$ cat src/hdl/pao_pkg.sv
// Constants shared by the phase accumulator oscillator: register map, fields, reset values.
// Assumes a 32-bit APB register bus with byte addresses and one word per register.
package pao_pkg;

  // Register byte offsets
  localparam logic [7:0] PAO_OFS_CTRL     = 8'h00;
  localparam logic [7:0] PAO_OFS_CLK      = 8'h04;
  localparam logic [7:0] PAO_OFS_ACCL     = 8'h08;
  localparam logic [7:0] PAO_OFS_ACCH     = 8'h0C;
  localparam logic [7:0] PAO_OFS_INC      = 8'h10;
  localparam logic [7:0] PAO_OFS_IRQ_STAT = 8'h14;
  localparam logic [7:0] PAO_OFS_IRQ_MASK = 8'h18;
  localparam logic [7:0] PAO_OFS_IRQ_CTRL = 8'h1C;

  // Control register fields
  localparam int unsigned PAO_CTRL_ON_BIT  = 7;
  localparam int unsigned PAO_CTRL_OUT_BIT = 5;
  localparam int unsigned PAO_CTRL_POL_BIT = 4;
  localparam int unsigned PAO_CTRL_PFM_BIT = 0;

  // Clock register fields
  localparam int unsigned PAO_CLK_PWS_LSB = 5;
  localparam int unsigned PAO_CLK_CKS_LSB = 0;

  // Interrupt control fields
  localparam int unsigned PAO_IRQ_PERIPH_BIT = 0;
  localparam int unsigned PAO_IRQ_GLOBAL_BIT = 1;

  // Reset values
  localparam logic [7:0] PAO_RST_BYTE = 8'h00;
  localparam logic [1:0] PAO_RST_CKS  = 2'h0;
  localparam logic [2:0] PAO_RST_PWS  = 3'h0;

  // Clock source codes
  typedef enum logic [1:0] {
    PAO_CKS_FAST = 2'b00,
    PAO_CKS_SYS  = 2'b01,
    PAO_CKS_LC1  = 2'b10,
    PAO_CKS_RSVD = 2'b11
  } pao_cks_t;

  // Nominal fast internal oscillator rate in MHz
  localparam int unsigned PAO_FAST_OSC_MHZ = 16;

endpackage : pao_pkg

$ cat src/hdl/pao_sync.sv
// Two-flop synchroniser for levels arriving from outside the I_CLK domain.
// Assumes each bit is an independent level; no multi-bit coherence.
`timescale 1ns/1ps
module pao_sync #(
  parameter int unsigned W = 1
) (
  // Clock and reset
  input  wire logic         i_clk,
  input  wire logic         i_rst_n,
  // Data
  input  wire logic [W-1:0] i_d,
  output logic      [W-1:0] o_q
);

  logic [W-1:0] meta_ff;

  always_ff @(posedge i_clk) begin
    if (!i_rst_n) begin
      meta_ff <= '0;
      o_q     <= '0;
    end else begin
      meta_ff <= i_d;
      o_q     <= meta_ff;
    end
  end

endmodule : pao_sync

$ cat src/hdl/pao_pulse.sv
// Pulse width timer: active for 2**width_sel input clock ticks after each start.
// Assumes start coincides with a tick; a new start restarts the count.
`timescale 1ns/1ps
module pao_pulse
  import pao_pkg::*;
(
  // Clock and reset
  input  wire logic       i_clk,
  input  wire logic       i_rst_n,
  // Control
  input  wire logic       i_clear,
  input  wire logic       i_start,
  input  wire logic       i_tick,
  input  wire logic [2:0] i_width_sel,
  // Status
  output logic            o_active
);

  localparam logic [7:0] ONE = 8'h01;

  logic [7:0] cnt_ff;

  always_ff @(posedge i_clk) begin
    if (!i_rst_n || i_clear) begin
      cnt_ff   <= PAO_RST_BYTE;
      o_active <= 1'b0;
    end else if (i_start) begin
      // Restart holds the output active when width exceeds the period
      cnt_ff   <= ONE << i_width_sel;
      o_active <= 1'b1;
    end else if (i_tick && o_active) begin
      cnt_ff   <= cnt_ff - ONE;
      o_active <= (cnt_ff != ONE);
    end
  end

  a_width_load: assert property (@(posedge i_clk) disable iff (!i_rst_n)
    (i_start && !i_clear) |=> (o_active && cnt_ff == (ONE << $past(i_width_sel))))
    else $error("pulse width count not loaded from width select");

endmodule : pao_pulse

$ cat src/hdl/pao_top.sv
// Phase accumulator oscillator with APB registers and a level interrupt.
// Assumes an APB master on I_CLK; clock source pins are asynchronous and slower than I_CLK.
`timescale 1ns/1ps
// Summary of operation
// - Each accumulator overflow sets the sticky overflow interrupt flag.
// - Interrupt asserts only with module on, mask, peripheral and global enables set.
// - Reset clears every control, clock select and accumulator register to zero.
// - Accumulation and output continue during sleep while the source runs.
// - Fast oscillator kept running in sleep when enabled and selected.
// - Polarity bit inverts the output signal while the module is on.
// - Mode bit selects pulse frequency mode, else divide-by-two square wave.
// - Pulse width lasts two to the field value input clock periods.
// - Width longer than overflow period holds the output without toggling.
// - Clock field picks fast oscillator, system clock, logic cell, or nothing.
// - Low accumulator byte readable and writable by software, resets to zero.
module pao_top
  import pao_pkg::*;
#(
  parameter int unsigned ACC_W = 20
) (
  // Clock and reset
  input  wire logic        I_CLK,
  input  wire logic        I_RST_N,
  // APB slave
  input  wire logic        I_PSEL,
  input  wire logic        I_PENABLE,
  input  wire logic        I_PWRITE,
  input  wire logic [7:0]  I_PADDR,
  input  wire logic [31:0] I_PWDATA,
  output logic      [31:0] O_PRDATA,
  output logic             O_PREADY,
  output logic             O_PSLVERR,
  // Clock sources and power state
  input  wire logic        I_FAST_OSC_CLK,
  input  wire logic        I_LOGIC_CELL_OUT,
  input  wire logic        I_SLEEP,
  // Outputs
  output logic             O_OSC_OUT,
  output logic             O_IRQ,
  output logic             O_FAST_OSC_KEEP
);

  localparam int unsigned HI_W = ACC_W - 8;

  // Register state
  logic             module_on_ff;
  logic             output_invert_ff;
  logic             pulse_freq_select_ff;
  logic [2:0]       pulse_width_select_ff;
  logic [1:0]       clock_source_select_ff;
  logic [ACC_W-1:0] phase_accumulator_ff;
  logic [ACC_W-1:0] increment_ff;
  logic             overflow_irq_flag_ff;
  logic             overflow_irq_enable_ff;
  logic             peripheral_irq_enable_ff;
  logic             global_irq_enable_ff;

  // Datapath state
  logic             square_ff;
  logic             fast_prev_ff;
  logic             lc_prev_ff;
  logic             output_state_ff;
  logic [31:0]      nxt_prdata;
  logic             nxt_slverr;
  logic             nxt_raw;

  // Bus decode
  logic apb_done;
  logic wr_en;
  logic rd_en;
  assign apb_done = I_PSEL && I_PENABLE && O_PREADY;
  assign wr_en    = apb_done && I_PWRITE;
  assign rd_en    = apb_done && !I_PWRITE;

  // Clock source synchronisation and edge detection
  logic [1:0] src_sync;
  logic       fast_rise;
  logic       lc_rise;
  logic       tick;

  pao_sync #(.W(2)) u_src_sync (
    .i_clk   (I_CLK),
    .i_rst_n (I_RST_N),
    .i_d     ({I_LOGIC_CELL_OUT, I_FAST_OSC_CLK}),
    .o_q     (src_sync)
  );

  always_ff @(posedge I_CLK) begin
    if (!I_RST_N) begin
      fast_prev_ff <= 1'b0;
      lc_prev_ff   <= 1'b0;
    end else begin
      fast_prev_ff <= src_sync[0];
      lc_prev_ff   <= src_sync[1];
    end
  end

  assign fast_rise = src_sync[0] && !fast_prev_ff;
  assign lc_rise   = src_sync[1] && !lc_prev_ff;

  always_comb begin
    unique case (pao_cks_t'(clock_source_select_ff))
      PAO_CKS_FAST: tick = fast_rise;
      PAO_CKS_SYS:  tick = 1'b1;
      PAO_CKS_LC1:  tick = lc_rise;
      PAO_CKS_RSVD: tick = 1'b0;
    endcase
  end

  // Accumulator; sleep does not gate it
  logic [ACC_W:0] acc_sum;
  logic           acc_step;
  logic           wrap_event;
  assign acc_sum    = {1'b0, phase_accumulator_ff} + {1'b0, increment_ff};
  assign acc_step   = module_on_ff && tick;
  assign wrap_event = acc_step && acc_sum[ACC_W];

  always_ff @(posedge I_CLK) begin
    if (!I_RST_N) begin
      phase_accumulator_ff <= '0;
    end else if (wr_en && I_PADDR == PAO_OFS_ACCL) begin
      phase_accumulator_ff[7:0] <= I_PWDATA[7:0];
    end else if (wr_en && I_PADDR == PAO_OFS_ACCH) begin
      phase_accumulator_ff[ACC_W-1:8] <= I_PWDATA[HI_W-1:0];
    end else if (acc_step) begin
      phase_accumulator_ff <= acc_sum[ACC_W-1:0];
    end
  end

  // Control and configuration registers
  always_ff @(posedge I_CLK) begin
    if (!I_RST_N) begin
      module_on_ff           <= 1'b0;
      output_invert_ff       <= 1'b0;
      pulse_freq_select_ff   <= 1'b0;
      pulse_width_select_ff  <= PAO_RST_PWS;
      clock_source_select_ff <= PAO_RST_CKS;
      increment_ff           <= '0;
    end else if (wr_en) begin
      unique case (I_PADDR)
        PAO_OFS_CTRL: begin
          module_on_ff         <= I_PWDATA[PAO_CTRL_ON_BIT];
          output_invert_ff     <= I_PWDATA[PAO_CTRL_POL_BIT];
          pulse_freq_select_ff <= I_PWDATA[PAO_CTRL_PFM_BIT];
        end
        PAO_OFS_CLK: begin
          pulse_width_select_ff  <= I_PWDATA[PAO_CLK_PWS_LSB +: 3];
          clock_source_select_ff <= I_PWDATA[PAO_CLK_CKS_LSB +: 2];
        end
        PAO_OFS_INC: begin
          increment_ff <= I_PWDATA[ACC_W-1:0];
        end
        default: begin
        end
      endcase
    end
  end

  // Output generation
  logic pulse_active;
  pao_pulse u_pulse (
    .i_clk       (I_CLK),
    .i_rst_n     (I_RST_N),
    .i_clear     (!module_on_ff),
    .i_start     (wrap_event && pulse_freq_select_ff),
    .i_tick      (acc_step),
    .i_width_sel (pulse_width_select_ff),
    .o_active    (pulse_active)
  );

  always_ff @(posedge I_CLK) begin
    if (!I_RST_N || !module_on_ff) begin
      square_ff <= 1'b0;
    end else if (wrap_event && !pulse_freq_select_ff) begin
      square_ff <= !square_ff;
    end
  end

  always_comb begin
    if (pulse_freq_select_ff) begin
      nxt_raw = pulse_active;
    end else begin
      nxt_raw = square_ff;
    end
  end

  always_ff @(posedge I_CLK) begin
    if (!I_RST_N) begin
      output_state_ff <= 1'b0;
    end else begin
      output_state_ff <= module_on_ff && (nxt_raw ^ output_invert_ff);
    end
  end

  always_ff @(posedge I_CLK) begin
    if (!I_RST_N) begin
      O_OSC_OUT <= 1'b0;
    end else begin
      O_OSC_OUT <= module_on_ff && (nxt_raw ^ output_invert_ff);
    end
  end

  // Fast oscillator keep-alive request in sleep
  always_ff @(posedge I_CLK) begin
    if (!I_RST_N) begin
      O_FAST_OSC_KEEP <= 1'b0;
    end else begin
      O_FAST_OSC_KEEP <= I_SLEEP && module_on_ff
                         && (clock_source_select_ff == PAO_CKS_FAST);
    end
  end

  // Interrupt flag, mask and enables
  always_ff @(posedge I_CLK) begin
    if (!I_RST_N) begin
      overflow_irq_flag_ff <= 1'b0;
    end else if (wrap_event) begin
      overflow_irq_flag_ff <= 1'b1;
    end else if (rd_en && I_PADDR == PAO_OFS_IRQ_STAT) begin
      overflow_irq_flag_ff <= 1'b0;
    end
  end

  always_ff @(posedge I_CLK) begin
    if (!I_RST_N) begin
      overflow_irq_enable_ff   <= 1'b0;
      peripheral_irq_enable_ff <= 1'b0;
      global_irq_enable_ff     <= 1'b0;
    end else if (wr_en && I_PADDR == PAO_OFS_IRQ_MASK) begin
      overflow_irq_enable_ff <= I_PWDATA[0];
    end else if (wr_en && I_PADDR == PAO_OFS_IRQ_CTRL) begin
      peripheral_irq_enable_ff <= I_PWDATA[PAO_IRQ_PERIPH_BIT];
      global_irq_enable_ff     <= I_PWDATA[PAO_IRQ_GLOBAL_BIT];
    end
  end

  always_ff @(posedge I_CLK) begin
    if (!I_RST_N) begin
      O_IRQ <= 1'b0;
    end else begin
      O_IRQ <= overflow_irq_flag_ff && overflow_irq_enable_ff && module_on_ff
               && peripheral_irq_enable_ff && global_irq_enable_ff;
    end
  end

  // APB read mux and answer
  always_comb begin
    nxt_prdata = 32'h0000_0000;
    nxt_slverr = 1'b0;
    unique case (I_PADDR)
      PAO_OFS_CTRL: begin
        nxt_prdata[PAO_CTRL_ON_BIT]  = module_on_ff;
        nxt_prdata[PAO_CTRL_OUT_BIT] = output_state_ff;
        nxt_prdata[PAO_CTRL_POL_BIT] = output_invert_ff;
        nxt_prdata[PAO_CTRL_PFM_BIT] = pulse_freq_select_ff;
      end
      PAO_OFS_CLK: begin
        nxt_prdata[PAO_CLK_PWS_LSB +: 3] = pulse_width_select_ff;
        nxt_prdata[PAO_CLK_CKS_LSB +: 2] = clock_source_select_ff;
      end
      PAO_OFS_ACCL:     nxt_prdata[7:0]       = phase_accumulator_ff[7:0];
      PAO_OFS_ACCH:     nxt_prdata[HI_W-1:0]  = phase_accumulator_ff[ACC_W-1:8];
      PAO_OFS_INC:      nxt_prdata[ACC_W-1:0] = increment_ff;
      PAO_OFS_IRQ_STAT: nxt_prdata[0]         = overflow_irq_flag_ff;
      PAO_OFS_IRQ_MASK: nxt_prdata[0]         = overflow_irq_enable_ff;
      PAO_OFS_IRQ_CTRL: begin
        nxt_prdata[PAO_IRQ_PERIPH_BIT] = peripheral_irq_enable_ff;
        nxt_prdata[PAO_IRQ_GLOBAL_BIT] = global_irq_enable_ff;
      end
      default: nxt_slverr = 1'b1;
    endcase
  end

  // One wait state: pready rises in the second access cycle
  always_ff @(posedge I_CLK) begin
    if (!I_RST_N) begin
      O_PREADY  <= 1'b0;
      O_PRDATA  <= 32'h0000_0000;
      O_PSLVERR <= 1'b0;
    end else begin
      O_PREADY  <= I_PSEL && I_PENABLE && !O_PREADY;
      O_PSLVERR <= I_PSEL && I_PENABLE && !O_PREADY && nxt_slverr;
      if (I_PSEL && I_PENABLE && !O_PREADY && !I_PWRITE) begin
        O_PRDATA <= nxt_prdata;
      end else begin
        O_PRDATA <= 32'h0000_0000;
      end
    end
  end

  // Checks
  a_flag_on_wrap: assert property (@(posedge I_CLK) disable iff (!I_RST_N)
    wrap_event |=> overflow_irq_flag_ff)
    else $error("overflow did not set the interrupt flag");

  a_flag_clear: assert property (@(posedge I_CLK) disable iff (!I_RST_N)
    (rd_en && I_PADDR == PAO_OFS_IRQ_STAT && !wrap_event) |=> !overflow_irq_flag_ff)
    else $error("status read did not clear the flag");

  a_irq_gating: assert property (@(posedge I_CLK) disable iff (!I_RST_N)
    O_IRQ |-> $past(overflow_irq_flag_ff && overflow_irq_enable_ff && module_on_ff
                    && peripheral_irq_enable_ff && global_irq_enable_ff))
    else $error("interrupt raised without all enables set");

  a_reset_clears: assert property (@(posedge I_CLK) disable iff (!I_RST_N)
    $rose(I_RST_N) |-> (!module_on_ff && phase_accumulator_ff == '0
                        && clock_source_select_ff == PAO_RST_CKS))
    else $error("registers not cleared by reset");

  a_acc_advance: assert property (@(posedge I_CLK) disable iff (!I_RST_N)
    (acc_step && !wr_en) |=> phase_accumulator_ff == $past(acc_sum[ACC_W-1:0]))
    else $error("accumulator did not add the increment");

  a_fast_keep: assert property (@(posedge I_CLK) disable iff (!I_RST_N)
    (I_SLEEP && module_on_ff && clock_source_select_ff == PAO_CKS_FAST) |=> O_FAST_OSC_KEEP)
    else $error("fast oscillator released during sleep");

  a_off_quiet: assert property (@(posedge I_CLK) disable iff (!I_RST_N)
    !module_on_ff |=> !O_OSC_OUT)
    else $error("output active while module is off");

  a_status_bit: assert property (@(posedge I_CLK) disable iff (!I_RST_N)
    (rd_en && I_PADDR == PAO_OFS_CTRL) |-> O_PRDATA[PAO_CTRL_OUT_BIT] == $past(output_state_ff))
    else $error("status bit does not show the output");

  a_polarity: assert property (@(posedge I_CLK) disable iff (!I_RST_N)
    module_on_ff |=> O_OSC_OUT == ($past(nxt_raw) ^ $past(output_invert_ff)))
    else $error("output polarity wrong");

  a_square_toggle: assert property (@(posedge I_CLK) disable iff (!I_RST_N)
    (wrap_event && !pulse_freq_select_ff) |=> square_ff != $past(square_ff))
    else $error("square wave did not toggle on overflow");

  a_pulse_active: assert property (@(posedge I_CLK) disable iff (!I_RST_N)
    (wrap_event && pulse_freq_select_ff) |=> ##1 (O_OSC_OUT != output_invert_ff || !module_on_ff))
    else $error("pulse not active after overflow");

endmodule : pao_top

$ cat config.mk
export PLATFORM = sky130hd
export DESIGN_NAME = pao_top
export DESIGN_NICKNAME = d
export VERILOG_FILES = /design/src/hdl/pao_pkg.sv /design/src/hdl/pao_sync.sv /design/src/hdl/pao_pulse.sv /design/src/hdl/pao_top.sv
export SDC_FILE = /design/constraint.sdc
export NUM_CORES = 1
export LEC_CHECK = 0
export ABC_AREA = 1
export BUFFER_PORTS_ARGS = -buffer_cell sky130_fd_sc_hd__buf_2
export CORE_UTILIZATION = 50
export CTS_CLUSTER_DIAMETER = 40
export CTS_CLUSTER_SIZE = 28
export DETAILED_ROUTE_END_ITERATION = 7
export GPL_TIMING_DRIVEN = 0
export PLACE_DENSITY = 0.86
export SLEW_MARGIN = 20
export SYNTH_ARGS = -nofsm -noshare
export SYNTH_HDL_FRONTEND = slang
export SYNTH_SLANG_ARGS = --single-unit
$ cat constraint.sdc
create_clock -name I_CLK -period 2.1 [get_ports I_CLK]
set_input_delay 0.21 -clock I_CLK [delete_from_list [all_inputs] [get_ports I_CLK]]
set_output_delay 0.21 -clock I_CLK [all_outputs]
set_load 0.01 [all_outputs]
==> flow_summary.json <==
{
  "endpoint_kind": "register",
  "crit_path_start_kind": "register",
  "cts_tree": "built",
  "yosys-top-cells-area": "dfxtp_1 (34%), nand2_1 (15%), inv_1 (7.8%)",
  "syn_area_mm2": 0.00540,
  "skew_ns": 0.00976,
  "vias": 5670,
  "hold_viol_final": 0,
  "ys_seq_area_share_pct": 34.5,
  "io_buffers": 59,
  "place.gp.congestion": 0.941,
  "yosysTopAreaCellShare_pct": 34.5,
  "power_density_mw_per_mm2": 489,
  "total_power_w": 0.00311,
  "cts_sinks": 93,
  "holdCritPathClass": "primary input to register",
  "holdPathStages": 3,
  "synth_cell_types": 40,
  "cp.arrival_ns": 2.30,
  "die-area_mm2": 0.0112,
  "setup_ws_ns": 0.0515,
  "slew_viol_final": 0,
  "pin_count": 85,
  "wire_per_inst_um": 14.7,
  "grt_pass1_vias": 4889,
  "leakage_nw": 3.04,
  "synth-simple-area-share_pct": 31.8,
  "cts_buffers": 9,
  "synth-warning-count": 0,
  "tightest_slew_ns": 0.684,
  "die_x_um": 106,
  "gr-total-overflow": 0,
  "r2r_cells": 12,
  "synth_top_family_by_area": "simple AND/OR/NAND/NOR gates",
  "hold_slack_ns": 0.0407,
  "synth_top_area_cell": "dfxtp_1",
  "r2r_slack_ns": 0.05,
  "route.antenna.remaining_nets": 0,
  "cts_hold_buf": 0,
  "synthFlopType": "dfxtp_1",
  "timing.final.crit_share_pct": 97.5,
  "synthMuxAreaShare_pct": 0,
  "drt_iter0_markers": 518,
  "path_max_fanout": 5,
  "die-height_um": 106,
  "ir_drop_uv": 401,
  "layout_min_cycle_time_ns": 2.05,
  "synthAdderAreaFrac_pct": 5.47,
  "via_per_inst": 5.41,
  "status": "finished, final reports clean",
  "rows": 37,
  "met1Wirelength_mm": 6.56,
  "wl_met3_mm": 1.47,
  "synth_compound_area_share_pct": 14.6,
  "worstPathRequired_ns": 2.36,
  "drc": 0,
  "place_ws_ns": -0.183,
  "synth_edf_count": 0,
  "maxCapViolCount": 0,
  "syn_inst": 821,
  "slew_headroom_pct": 54.4,
  "avgSynthCellArea_um2": 6.58,
  "grt_pass1_wl_mm": 23.6,
  "grt_usage_pct": 26.5,
  "clk_pin_slew_ns": 0.09,
  "start_util_pct": 51.9,
  "cts_root_buffer": "clkbuf_8",
  "clock_path_buffers": 2,
  "dr.pass1.iters": 6,
  "routed_wl_mm": 15.4,
  "synth-seq-cells": 93,
  "drive_gt1_share_pct": 16.2,
  "path_class": "register to register",
  "cts_max_level": 3,
  "insertion_delay_ns": 0.36,
  "finalSetupViolations": 0,
  "async_flop_share_pct": 0,
  "dp_hpwl_mm": 11.5,
  "top_layer_used": "met4",
  "fin_nets": 978,
  "yosys.area_share.xor_xnor_pct": 1.95,
  "syn2layout_area_growth_pct": 17.8,
  "core_area_mm2": 0.0104,
  "antenna_found_initial": 0,
  "wl_met2_mm": 6.86,
  "diodes": 0,
  "grt_max_degree": 15,
  "fmax_mhz": 488
}
==> cells by family after synthesis <==
group | Yosys count
and+or+nand+nor | 398
buffers and inverters | 148
AOI/OAI and AO/OA | 146
DFF | 93
adders and majority gates | 23
xor gates and xnor gates | 12
other | 1
==> repair_timing <==
item / in CTS / in global routing
pin swaps: 2 / 1
setup buffers: 2 / 1
gates cloned: 0 / 2
endpoints found under the setup margin: 9 / 11
gates resized for setup: 3 / 30
==> worst max-delay path: stages, from the launching register on <==
cell      delay, ns
dfxtp_2        0.35
ha_4           0.18
fa_2           0.37
nand2_2        0.10
nand3_2        0.08
and2_4         0.17
nand3b_4       0.08
nand3_4        0.12
nand3_4        0.15
buf_4          0.16
nand3_1        0.07
nand2_1        0.07
nor2_1         0.04
==> Yosys cell counts, types with 2 or more instances <==
| cell | count |
|---|---|
| nand2_1 | 211 |
| inv_1 | 112 |
| dfxtp_1 | 93 |
| nor2_1 | 88 |
| a21oi_1 | 69 |
| nand3_1 | 55 |
| o21ai_0 | 53 |
| ha_1 | 22 |
| buf_4 | 13 |
| nor3_1 | 13 |
| xor2_1 | 11 |
| a31oi_1 | 10 |
| nand4_1 | 10 |
| buf_2 | 9 |
| clkbuf_1 | 6 |
| inv_2 | 5 |
| nor2_4 | 4 |
| o21bai_1 | 4 |
| nand2_2 | 3 |
| nor2_2 | 3 |
| and2_1 | 2 |
| buf_6 | 2 |
| nand3_4 | 2 |
| nor4_1 | 2 |
| o2111ai_1 | 2 |
| o22ai_1 | 2 |
| or2_2 | 2 |
==> worst paths after layout <==
path,from,to
max,phase_accumulator_ff[0],u_pulse.cnt_ff[2]
min,I_FAST_OSC_CLK,u_src_sync.meta_ff[0]
max reg2reg,phase_accumulator_ff[0],u_pulse.cnt_ff[2]
min reg2reg,u_src_sync.meta_ff[0],u_src_sync.o_q[0]
==> through the flow <==
step / instance area, um2 / TNS [ns] / instances / util [%]
after floorplan: 5440 / 0 / 832 / -
after global placement: 5910 / -1.26 / 1027 / 56.7
after detailed placement: 5910 / -1.42 / 1027 / 56.7
after CTS: 6120 / 0 / 1045 / 58.8
after global routing: 6360 / -0.0651 / 1048 / 61.1
final: 6360 / 0 / 1048 / 61.1
==> registers in the layout, indices dropped and copies added (netlist names), 2 cells and up <==
signal / cells
O_PRDATA: 20
clock_source_select_ff: 2
increment_ff: 20
phase_accumulator_ff: 20
pulse_width_select_ff: 3
u_pulse.cnt_ff: 8
u_src_sync.meta_ff: 2
u_src_sync.o_q: 2
==> cell type report <==
cell class              instances  area (um2)
repair buffers                 63         329
flip-flops and latches         93        1860
clock buffers                  13         149
fillers                       963        4050
plain buffers                  31         193
well taps                     136         170
multi-input cells             592        3180
clock inverters                 3        45.0
inverters                     117         439
==> placed cells by master, fill, tap and decap left out, types with 5 or more instances in the layout <==
| cell type | netlist | layout |
|---|---|---|
| nor2_1 | 88 | 86 |
| a31oi_1 | 10 | 10 |
| clkbuf_1 | 6 | 9 |
| nor3_1 | 13 | 13 |
| buf_2 | 9 | 68 |
| buf_4 | 13 | 16 |
| ha_1 | 22 | 7 |
| ha_4 | 0 | 15 |
| nand2_2 | 3 | 5 |
| o21ai_0 | 53 | 53 |
| nor2_4 | 4 | 5 |
| nand2_1 | 211 | 209 |
| a21oi_1 | 69 | 68 |
| xor2_1 | 11 | 11 |
| nand3_1 | 55 | 54 |
| dfxtp_1 | 93 | 92 |
| conb_1 | 1 | 12 |
| inv_2 | 5 | 5 |
| nand4_1 | 10 | 10 |
| clkbuf_8 | 0 | 10 |
| inv_1 | 112 | 112 |
==> metal layers <==
layer | global-route usage [%] | vias to the layer above
met2 | 42.8 | 335
met5 | 0 | -
li1 | - | 2795
met3 | 4.35 | 50
met1 | 35.6 | 2490
met4 | 10.0 | 0
==> power by group <==
| part | total, W | internal (W) | switching (W) | leakage (nW) |
|---|---|---|---|---|
| combinational | 0.000140 | 0.0000528 | 0.0000868 | 2.20 |
| sequential | 0.00177 | 0.00177 | 0.00000258 | 0.750 |
| clock | 0.00120 | 0.000586 | 0.000619 | 0.0899 |
| total | 0.00311 | 0.00241 | 0.000709 | 3.04 |
No activity file was read; power rests on OpenSTA's default activity.
